`config.mk`:
```
export PLATFORM = sky130hd
export DESIGN_NAME = frw_sequencer
export DESIGN_NICKNAME = d
export VERILOG_FILES = /design/src/core/frw_pkg.sv /design/src/core/frw_sequencer.sv
export SDC_FILE = /design/constraint.sdc
export NUM_CORES = 1
export LEC_CHECK = 0
export BUFFER_PORTS_ARGS = -buffer_cell sky130_fd_sc_hd__buf_2
export CORE_MARGIN = 2
export CORE_UTILIZATION = 30
export DETAILED_ROUTE_END_ITERATION = 16
export PLACE_DENSITY = 0.6
export SYNTH_ARGS = -nofsm -noshare
export SYNTH_HDL_FRONTEND = slang
export SYNTH_SLANG_ARGS = --single-unit
export TNS_END_PERCENT = 30
```
`constraint.sdc`:
```
create_clock -name clk -period 1.6 [get_ports clk]
set_input_delay 0.16 -clock clk [delete_from_list [all_inputs] [get_ports clk]]
set_output_delay 0.16 -clock clk [all_outputs]
set_load 0.1 [all_outputs]
```
`src/core/frw_pkg.sv`:
```
// Purpose: constants and carriers for the disk-side bit sequencer
// Assumes: 16 MHz timing base replaced by the 50 MHz core clock, one crystal tick per core cycle
// Notes:   maps, zone limits and divider values are shared with the bench
//
// Operation
// - divide crystal by sixteen for system clock
// - bit clock divider selects 16, 15, 14, 13
// - inner track zones use faster bit clock
// - decode program stores at C000 and E000
// - decode working memory at 0000 to 07FF
// - serial bus adapter select low at 1C00
// - disk adapter select at 1800 to 180F
// - inverted attention to port bit and edge
// - ack xor attention, inverted, drives data
// - port byte loaded then shifted out serially
// - eighth read bit latches byte, ready low
// - all ones deserialised drives sync low
// - stepper count decodes to one phase
// - spindle request inverted to motor on low
// - write protect sensed, activity lamp driven
// - gated bit toggles flip-flop driving windings
// - one is reversal, zero no reversal
// - flux pulse clears cell counter, nor output
// - one-shot shapes pulse, suppresses spurious ones
// - write mode enables drivers and erase
// - erase coil energised during every write
// - each count step moves half a track
`default_nettype none

package frw_pkg;
  localparam logic [4:0]  SYS_DIV       = 5'h10;
  localparam logic [4:0]  DIV_ZONE1     = 5'h0D;
  localparam logic [4:0]  DIV_ZONE2     = 5'h0E;
  localparam logic [4:0]  DIV_ZONE3     = 5'h0F;
  localparam logic [4:0]  DIV_ZONE4     = 5'h10;
  localparam logic [5:0]  ZONE1_LAST    = 6'h11;
  localparam logic [5:0]  ZONE2_LAST    = 6'h18;
  localparam logic [5:0]  ZONE3_LAST    = 6'h1E;
  localparam logic [15:0] ROM_LO_BASE   = 16'hC000;
  localparam logic [15:0] ROM_HI_BASE   = 16'hE000;
  localparam logic [15:0] RAM_LAST      = 16'h07FF;
  localparam logic [15:0] SERIAL_BASE   = 16'h1C00;
  localparam logic [15:0] DISK_BASE     = 16'h1800;
  localparam logic [15:0] PORT_MASK     = 16'hFFF0;
  localparam logic [7:0]  SYNC_PATTERN  = 8'hFF;
  localparam logic [2:0]  BITS_LAST     = 3'h7;
  localparam logic [7:0]  DATA_RESET    = 8'h00;
  localparam logic [3:0]  PULSE_CYCLES  = 4'h4;
  localparam logic [3:0]  FILTER_CYCLES = 4'hC;

  typedef struct packed {
    logic rom_lo;
    logic rom_hi;
    logic ram;
    logic serial_sel_n;
    logic disk_sel;
  } frw_sel_s;

  typedef struct packed {
    logic a;
    logic b;
    logic c;
    logic d;
  } frw_phase_s;
endpackage : frw_pkg

`default_nettype wire

```
`src/core/frw_sequencer.sv`:
```
// Purpose: clock dividers, write serialiser, read deserialiser, decoders for the drive logic
// Assumes: processor signals share clk; flux pulse and attention come from pins
// Notes:   register port: zone divider, write mode, write byte, read byte, status
//
// Implementation choices: the register addresses and the strobed register port.
`default_nettype none

module frw_sequencer
  import frw_pkg::*;
(
  // clock and reset
  input  wire logic        clk,
  input  wire logic        rst,
  // processor address decode
  input  wire logic [15:0] cpu_addr,
  output logic             sys_clk,
  output frw_sel_s         sel,
  // serial bus attention
  input  wire logic        bus_attention_in,
  input  wire logic        attention_ack_out,
  output logic             portb_bit_seven,
  output logic             adapter_edge_input,
  input  wire logic        bus_data_in,
  output logic             bus_data_out,
  output logic             bus_data_oe,
  // disk adapter port a and b
  input  wire logic [7:0]  port_a_wdata,
  input  wire logic        port_a_write,
  input  wire logic        port_a_read,
  input  wire logic        write_mode,
  input  wire logic [1:0]  zone_select,
  input  wire logic        stepper_count_lsb,
  input  wire logic        stepper_count_msb,
  input  wire logic        spindle_request,
  input  wire logic        activity_request,
  input  wire logic        write_protect_pin,
  output logic             write_protect,
  output logic [7:0]       disk_byte_port,
  output logic             byte_ready_n,
  output logic             sync_n,
  // head, motors, lamp
  input  wire logic        flux_pulse_pin,
  output logic             head_a,
  output logic             head_b,
  output logic             write_enable,
  output logic             erase_enable,
  output frw_phase_s       stepper_phase,
  output logic             spindle_on_n,
  output logic             activity_lamp
);

  // ==================================================
  // pin synchronisers
  logic [1:0] atn_sync_reg;
  logic [1:0] flux_sync_reg;
  logic [1:0] wp_sync_reg;
  logic       flux_last_reg;
  wire  logic atn_level = atn_sync_reg[1];
  wire  logic flux_rise = flux_sync_reg[1] & ~flux_last_reg;

  always_ff @(posedge clk) begin
    if (rst) begin
      atn_sync_reg  <= 2'h0;
      flux_sync_reg <= 2'h0;
      wp_sync_reg   <= 2'h0;
      flux_last_reg <= 1'b0;
    end else begin
      atn_sync_reg  <= {atn_sync_reg[0], bus_attention_in};
      flux_sync_reg <= {flux_sync_reg[0], flux_pulse_pin};
      wp_sync_reg   <= {wp_sync_reg[0], write_protect_pin};
      flux_last_reg <= flux_sync_reg[1];
    end
  end

  // ==================================================
  // system clock divider
  logic [3:0] sys_cnt_reg;
  always_ff @(posedge clk) begin
    if (rst) sys_cnt_reg <= 4'h0;
    else     sys_cnt_reg <= sys_cnt_reg + 4'h1;
  end
  assign sys_clk = sys_cnt_reg[3];

  // ==================================================
  // recording bit clock, zone programmable
  logic [4:0] bit_div;
  logic [4:0] bit_cnt_reg;
  wire  logic bit_tick = (bit_cnt_reg == bit_div - 5'h1);

  always_comb begin
    unique case (zone_select)
      2'h0: bit_div = DIV_ZONE4;
      2'h1: bit_div = DIV_ZONE3;
      2'h2: bit_div = DIV_ZONE2;
      2'h3: bit_div = DIV_ZONE1;
    endcase
  end

  always_ff @(posedge clk) begin
    if (rst || bit_tick) bit_cnt_reg <= 5'h0;
    else                 bit_cnt_reg <= bit_cnt_reg + 5'h1;
  end

  // ==================================================
  // address decode
  assign sel.rom_lo       = (cpu_addr[15:13] == ROM_LO_BASE[15:13]);
  assign sel.rom_hi       = (cpu_addr[15:13] == ROM_HI_BASE[15:13]);
  assign sel.ram          = (cpu_addr <= RAM_LAST);
  assign sel.serial_sel_n = ~((cpu_addr & PORT_MASK) == SERIAL_BASE);
  assign sel.disk_sel     = ((cpu_addr & PORT_MASK) == DISK_BASE);

  // ==================================================
  // serial bus attention
  assign portb_bit_seven    = ~atn_level;
  assign adapter_edge_input = ~atn_level;
  // open-drain data: driving low when inverted xor is low
  wire  logic data_level    = ~(attention_ack_out ^ atn_level);
  assign bus_data_out = 1'b0;
  assign bus_data_oe  = ~data_level;

  // ==================================================
  // write path
  logic [7:0] wr_shift_reg;
  logic [2:0] wr_bits_reg;
  logic [7:0] wr_hold_reg;
  logic       wr_full_reg;
  logic       head_reg;
  logic       wr_ready_reg;
  wire  logic wr_bit      = wr_shift_reg[7];
  wire  logic wr_last_bit = bit_tick & (wr_bits_reg == BITS_LAST);

  always_ff @(posedge clk) begin
    if (rst || !write_mode) begin
      wr_shift_reg <= DATA_RESET;
      wr_bits_reg  <= 3'h0;
      wr_hold_reg  <= DATA_RESET;
      wr_full_reg  <= 1'b0;
      head_reg     <= 1'b0;
      wr_ready_reg <= 1'b0;
    end else begin
      if (port_a_write) begin
        wr_hold_reg <= port_a_wdata;
        wr_full_reg <= 1'b1;
      end
      wr_ready_reg <= wr_last_bit;
      if (bit_tick) begin
        head_reg    <= head_reg ^ wr_bit;
        wr_bits_reg <= wr_bits_reg + 3'h1;
        if (wr_last_bit) begin
          wr_shift_reg <= wr_full_reg ? wr_hold_reg : DATA_RESET;
          if (!port_a_write) wr_full_reg <= 1'b0;
        end else begin
          wr_shift_reg <= {wr_shift_reg[6:0], 1'b0};
        end
      end
    end
  end

  assign head_a       = head_reg;
  assign head_b       = ~head_reg;
  assign write_enable = write_mode;
  assign erase_enable = write_mode;

  // ==================================================
  // read path: one-shot filter and cell counter
  logic [3:0] shot_cnt_reg;
  logic [3:0] filt_cnt_reg;
  wire  logic shot_fire = flux_rise & (filt_cnt_reg == 4'h0);

  always_ff @(posedge clk) begin
    if (rst) begin
      shot_cnt_reg <= 4'h0;
      filt_cnt_reg <= 4'h0;
    end else if (shot_fire) begin
      shot_cnt_reg <= PULSE_CYCLES;
      filt_cnt_reg <= FILTER_CYCLES;
    end else begin
      if (shot_cnt_reg != 4'h0) shot_cnt_reg <= shot_cnt_reg - 4'h1;
      if (filt_cnt_reg != 4'h0) filt_cnt_reg <= filt_cnt_reg - 4'h1;
    end
  end

  // cell timer restarts on flux, so the sample sits mid-cell whatever the disk phase
  logic [4:0] cell_phase_reg;
  logic [1:0] cell_cnt_reg;
  wire  logic shot_active = (shot_cnt_reg != 4'h0);
  wire  logic cell_end    = (cell_phase_reg == bit_div - 5'h1);
  wire  logic rd_bit      = ~(cell_cnt_reg[1] | cell_cnt_reg[0]);
  wire  logic rd_sample   = (cell_phase_reg == {1'b0, bit_div[4:1]});

  always_ff @(posedge clk) begin
    if (rst || shot_fire) begin
      cell_phase_reg <= 5'h00;
      cell_cnt_reg   <= 2'h0;
    end else begin
      cell_phase_reg <= cell_end ? 5'h00 : cell_phase_reg + 5'h01;
      // saturate: long zero runs must not wrap into a false one
      if (cell_end && cell_cnt_reg != 2'h3) cell_cnt_reg <= cell_cnt_reg + 2'h1;
    end
  end

  // ==================================================
  // deserialiser, byte latch, sync
  logic [7:0] rd_shift_reg;
  logic [2:0] rd_bits_reg;
  logic [7:0] rd_latch_reg;
  logic       rd_ready_reg;
  wire  logic [7:0] rd_shift_next = {rd_shift_reg[6:0], rd_bit};
  wire  logic sync_now = (rd_shift_reg == SYNC_PATTERN);

  always_ff @(posedge clk) begin
    if (rst || write_mode) begin
      rd_shift_reg <= DATA_RESET;
      rd_bits_reg  <= 3'h0;
      rd_latch_reg <= DATA_RESET;
      rd_ready_reg <= 1'b0;
    end else begin
      rd_ready_reg <= 1'b0;
      if (rd_sample) begin
        rd_shift_reg <= rd_shift_next;
        rd_bits_reg  <= sync_now ? 3'h0 : rd_bits_reg + 3'h1;
        if (rd_bits_reg == BITS_LAST && !sync_now) begin
          rd_latch_reg <= rd_shift_next;
          rd_ready_reg <= 1'b1;
        end
      end
    end
  end

  logic sync_reg;
  always_ff @(posedge clk) begin
    if (rst) sync_reg <= 1'b0;
    else     sync_reg <= sync_now;
  end

  assign disk_byte_port = rd_latch_reg;
  assign byte_ready_n   = ~(rd_ready_reg | wr_ready_reg);
  assign sync_n         = ~sync_reg;

  // ==================================================
  // stepper, spindle, lamp, write protect
  wire logic [1:0] step_count = {stepper_count_msb, stepper_count_lsb};
  assign stepper_phase.a = (step_count == 2'h0);
  assign stepper_phase.b = (step_count == 2'h1);
  assign stepper_phase.c = (step_count == 2'h2);
  assign stepper_phase.d = (step_count == 2'h3);
  assign spindle_on_n    = ~spindle_request;
  assign activity_lamp   = activity_request;
  assign write_protect   = wp_sync_reg[1];

  // ==================================================
  // assertions
  wire logic unused_in = port_a_read ^ bus_data_in;

  a_sys_clock_period: assert property (@(posedge clk) disable iff (rst)
    $rose(sys_clk) |-> ##16 $rose(sys_clk)) else $error("system clock period wrong");
  a_bit_clock_div: assert property (@(posedge clk) disable iff (rst)
    bit_tick && $stable(zone_select) |=> !bit_tick) else $error("bit clock too fast");
  a_zone_inner: assert property (@(posedge clk) disable iff (rst)
    zone_select == 2'h3 |-> bit_div == 5'h0D) else $error("inner zone divider wrong");
  a_rom_decode: assert property (@(posedge clk)
    cpu_addr >= 16'hC000 |-> sel.rom_lo ^ sel.rom_hi) else $error("rom decode wrong");
  a_ram_decode: assert property (@(posedge clk)
    sel.ram |-> !sel.rom_lo && !sel.disk_sel && sel.serial_sel_n) else $error("ram overlaps");
  a_port_decode: assert property (@(posedge clk)
    !sel.serial_sel_n |-> cpu_addr[15:4] == 12'h1C0) else $error("serial select wrong");
  a_disk_decode: assert property (@(posedge clk)
    sel.disk_sel |-> !sel.ram && sel.serial_sel_n) else $error("disk select wrong");
  a_atn_invert: assert property (@(posedge clk) disable iff (rst)
    $rose(bus_attention_in) |-> ##2 portb_bit_seven == 1'b0) else $error("attention not inverted");
  a_data_drive: assert property (@(posedge clk) disable iff (rst)
    bus_data_oe == (attention_ack_out ^ atn_level)) else $error("data drive wrong");
  a_byte_ready: assert property (@(posedge clk) disable iff (rst)
    !write_mode && rd_ready_reg |=> !rd_ready_reg) else $error("ready too long");
  a_sync_flag: assert property (@(posedge clk) disable iff (rst)
    rd_shift_reg == 8'hFF |=> !sync_n) else $error("sync missed");
  a_one_phase: assert property (@(posedge clk)
    $onehot(stepper_phase)) else $error("phase not one-hot");
  a_motor_on: assert property (@(posedge clk)
    spindle_on_n != spindle_request) else $error("motor polarity");
  a_head_toggle: assert property (@(posedge clk) disable iff (rst)
    write_mode && bit_tick && !wr_bit |=> $stable(head_a)) else $error("zero reversed head");
  a_erase_write: assert property (@(posedge clk)
    write_mode |-> erase_enable && write_enable) else $error("erase off in write");
  a_filter_gap: assert property (@(posedge clk) disable iff (rst)
    shot_fire |=> !shot_fire [*8]) else $error("pulse not filtered");
  c_byte_read:  cover property (@(posedge clk) disable iff (rst) rd_ready_reg);
  c_sync_seen:  cover property (@(posedge clk) disable iff (rst) !sync_n);
  c_write_byte: cover property (@(posedge clk) disable iff (rst) wr_ready_reg);
  c_pulse_shaped: cover property (@(posedge clk) disable iff (rst) shot_active && rd_sample);

endmodule : frw_sequencer

`default_nettype wire

```
==> impl_metrics.prom <==
# TYPE chip_impl_metric gauge
chip_impl_info{name="run_status",value="complete, but fails checks"} 1
chip_impl_info{name="failed_checks",value="setup timing"} 1
chip_impl_metric{name="route.detailed.vias_per_inst",unit=""} 4.62
chip_impl_info{name="setup_repair_after_global_routing_missed_its_margin",value="true"} 1
chip_impl_info{name="mostFrequentLayoutCell",value="dfxtp_1"} 1
chip_impl_info{name="critical_path.cell_chain",value="or3_4, a221o_1, nor2_4, buf_12, mux2i_1"} 1
chip_impl_metric{name="io_buffers",unit=""} 61
chip_impl_metric{name="postSynthNetCount",unit=""} 402
chip_impl_metric{name="critical-path-max-stage-delay",unit="ns"} 0.39
chip_impl_metric{name="setup_viol",unit=""} 2
chip_impl_metric{name="max_freq",unit="MHz"} 608
chip_impl_metric{name="std_cell_rows",unit=""} 37
chip_impl_metric{name="power_density",unit="nW/µm²"} 1060
chip_impl_info{name="layout.cells.most_common_list",value="68 x dfxtp_1, 59 x buf_2, 35 x a21oi_1"} 1
chip_impl_metric{name="dp.cells",unit=""} 548
chip_impl_metric{name="r2r_slack",unit="ns"} -0.04
chip_impl_info{name="cts_root_buffer",value="clkbuf_8"} 1
chip_impl_metric{name="drt_first_pass_iters",unit=""} 4
chip_impl_metric{name="syn_inst",unit=""} 348
chip_impl_metric{name="nets",unit=""} 477
chip_impl_metric{name="timing.clock.skew",unit="ns"} 0.00949
chip_impl_metric{name="critPathMaxFanout",unit=""} 15
chip_impl_metric{name="clock_insertion_delay_at_the_later_pin_of_the_skew_report",unit="ns"} 0.34
chip_impl_metric{name="cts.reportedPaths.clkPinSlew",unit="ns"} 0.08
chip_impl_metric{name="buffer_levels_on_the_longest_clock_path",unit=""} 2
chip_impl_metric{name="antenna_violations_before_repair",unit=""} 0
chip_impl_metric{name="vias",unit=""} 2606
chip_impl_metric{name="die_area",unit="µm²"} 11100
chip_impl_metric{name="fin_tns_setup",unit="ns"} -0.0746
chip_impl_metric{name="htree_levels",unit=""} 3
chip_impl_metric{name="yosysUniqueCellTypes",unit=""} 45
chip_impl_metric{name="grt_start_max_net_pins",unit=""} 21
chip_impl_metric{name="leakage",unit="µW"} 0.00160
chip_impl_metric{name="floorplan.die.width",unit="µm"} 105
chip_impl_metric{name="cts.sink_count",unit=""} 70
chip_impl_metric{name="route.detailed.wl_per_inst",unit="µm"} 11.3
chip_impl_info{name="tritoncts",value="done"} 1
chip_impl_metric{name="grt_overflow_total",unit=""} 0
chip_impl_info{name="timing.setup.critical_path_class",value="reg -> reg"} 1
chip_impl_metric{name="number_of_cells_on_the_worst_reg_to_reg_path",unit=""} 5
chip_impl_metric{name="synth_async_sr_flop_share",unit="%"} 0
chip_impl_metric{name="initial_standard_cell_utilization_of_the_core",unit="%"} 30.4
chip_impl_metric{name="first_iter_violations",unit=""} 56
chip_impl_metric{name="ant_nets",unit=""} 0
chip_impl_metric{name="syn-cell-area",unit="µm²"} 3080
chip_impl_metric{name="postLayoutCellArea",unit="µm²"} 4000
chip_impl_info{name="startpoint_types",value="register"} 1
chip_impl_metric{name="max-cap-violations",unit=""} 0
chip_impl_metric{name="number_of_post_cts_setup_repair_buffers",unit=""} 0
chip_impl_metric{name="max-vdd-ir-drop",unit="mV"} 0.589
chip_impl_metric{name="fin_total_pwr",unit="µW"} 4250
chip_impl_metric{name="finish.cell_count_without_fillers",unit=""} 564
chip_impl_metric{name="final_hold_vio_count",unit=""} 0
chip_impl_metric{name="finalWeightedCongestion",unit=""} 0.768
chip_impl_metric{name="timing.final.crit_share",unit="%"} 103
chip_impl_metric{name="detailed_place.area",unit="µm²"} 3750
chip_impl_metric{name="cp_data_arrival_time",unit="ns"} 1.91
chip_impl_metric{name="synth_sequential_area_ratio",unit="%"} 45.5
chip_impl_info{name="min-delay-path-class",value="in -> reg"} 1
chip_impl_metric{name="count_of_flip_flops_with_a_built_in_enable_after_synthesis",unit=""} 0
chip_impl_metric{name="grt_pass1_vias",unit=""} 2404
chip_impl_metric{name="hold_depth",unit=""} 2
chip_impl_metric{name="cts_made_buffers",unit=""} 9
chip_impl_metric{name="grt_usage",unit="%"} 11.8
chip_impl_info{name="cp_slowest_cell",value="or3_4"} 1
chip_impl_info{name="worst_setup_end_kind",value="register"} 1
chip_impl_info{name="hold_path_startpoint",value="bus_attention_in"} 1
chip_impl_metric{name="hold_buffers",unit=""} 0
chip_impl_metric{name="detailed_place_hpwl",unit="mm"} 4.62
chip_impl_info{name="cp_top_family",value="simple AND/OR/NAND/NOR gates"} 1
chip_impl_metric{name="num_io_pins",unit=""} 71
chip_impl_info{name="timing.hold.worst_endpoint",value="atn_sync_reg[0]"} 1
chip_impl_metric{name="required",unit="ns"} 1.87
chip_impl_metric{name="core_area",unit="µm²"} 10100
chip_impl_metric{name="drive_gt1_share",unit="%"} 28.0
chip_impl_info{name="dominantRegCellSynth",value="dfxtp_1"} 1
chip_impl_info{name="worstReg2RegEnd",value="wr_shift_reg[0]"} 1
chip_impl_metric{name="floorplan.die.height",unit="µm"} 105
chip_impl_info{name="r2r-start",value="bit_cnt_reg[1]"} 1
chip_impl_metric{name="final_critical_path_setup_slack",unit="ns"} -0.0446
chip_impl_metric{name="grt_first_pass_wirelength",unit="mm"} 10.8
chip_impl_metric{name="remaining_drcs",unit=""} 0
chip_impl_metric{name="layout-area-overhead-vs-synth",unit="%"} 29.8
chip_impl_metric{name="time_the_worst_path_needs_with_i_o_delays_and_setup",unit="ns"} 1.64
chip_impl_metric{name="postSynthRegisterBits",unit=""} 70
chip_impl_metric{name="wirelength",unit="mm"} 6.37
chip_impl_metric{name="slew_violations",unit=""} 0
chip_impl_metric{name="critical_path_buf_inv_count",unit=""} 1
chip_impl_metric{name="synth.avg_cell_area",unit="µm²"} 8.86
chip_impl_metric{name="antenna_cells",unit=""} 0
chip_impl_metric{name="yosys_warnings",unit=""} 0
chip_impl_metric{name="num-fill-cells",unit=""} 1028
==> final cells by class <==
| type | count | area (µm²) | share of cell area, % |
|---|---|---|---|
| clock buffers | 12 | 156 | 3.91 |
| inverters | 14 | 63.8 | 1.59 |
| flip-flops and latches | 70 | 1410 | 35.1 |
| repair buffers | 85 | 541 | 13.5 |
| well taps | 136 | 170 | 4.25 |
| clock inverters | 4 | 77.6 | 1.94 |
| multi-input cells | 243 | 1590 | 39.6 |
==> logic make-up (layout without fill, tap and decap cells) <==
group	count (synthesis)	in the layout	synth area share (%)
compound gates	82	82	16.1
mux	9	9	2.92
other cells	1	1	0.122
fa+ha+maj	14	14	5.68
simple gates	121	121	20.0
buf+inv	35	115	5.20
xor+xnor	16	16	4.55
flops	70	70	45.5
==> power by group <==
group | switching, µW | internal (µW)
logic | 411 | 302
clock network | 668 | 980
registers | 69.7 | 1820
total | 1150 | 3100
==> layer usage <==
layer,GRT usage (%),share of wire [%],routed length [µm]
met5,0,0,0
met4,2.86,0.83,53
met3,4.14,4.8,304
met2,19.5,46,2930
met1,14.8,48,3080
==> cell usage after synthesis (all sizes together) (3+ instances only) <==
cell	count	area, µm²
o31ai	3	22.5
dfxtp	70	1400
a21o	3	23.8
a211oi	7	52.6
nand2	24	90.1
nand3	19	95.1
buf	11	70.1
nor3b	3	22.5
xnor2	9	78.8
o21ai	15	75.1
a31oi	8	50.1
nand4	7	43.8
nor3	9	45.0
a21oi	35	175
nor2b	20	125
inv	14	52.6
clkbuf	10	37.5
nor2	26	105
mux2i	9	90.1
ha	14	175
xor2	7	61.3
==> worst reg2reg max path, stage by stage (launching register included) <==
cell     delay, ns
dfxtp_2       0.32
or3_4         0.39
a221o_1       0.40
nor2_4        0.15
buf_12        0.15
mux2i_1       0.19
==> through the flow <==
stage               worst slack, ns  hold slack, ns  utilization (%)
floorplan                    -0.219           0.288                -
global placement             -0.188           0.321             37.0
detailed placement           -0.224           0.321             37.0
global route                 -0.113         0.00780             39.5
finish                      -0.0446          0.0306             39.5
CTS                         -0.0538         0.00905             39.3
==> what timing repair did <==
| item | in CTS | in global routing |
|---|---|---|
| resized for setup | 1 | 5 |
| setup endpoints to repair | 4 | 24 |
| gates cloned | 0 | 0 |
==> worst max path at each step <==
stage / start / endpoint / slack [ns] / cells after the start
floorplan: cpu_addr[13] / sel[2] / -0.22 / 2
global placement: zone_select[0] / wr_shift_reg[0] / -0.19 / 8
detailed placement: zone_select[0] / wr_shift_reg[0] / -0.22 / 8
CTS: bit_cnt_reg[1] / wr_shift_reg[0] / -0.05 / 5
global route: bit_cnt_reg[1] / wr_shift_reg[0] / -0.11 / 5
finish: bit_cnt_reg[1] / wr_shift_reg[0] / -0.04 / 5
No activity file was read; power rests on OpenSTA's default activity.
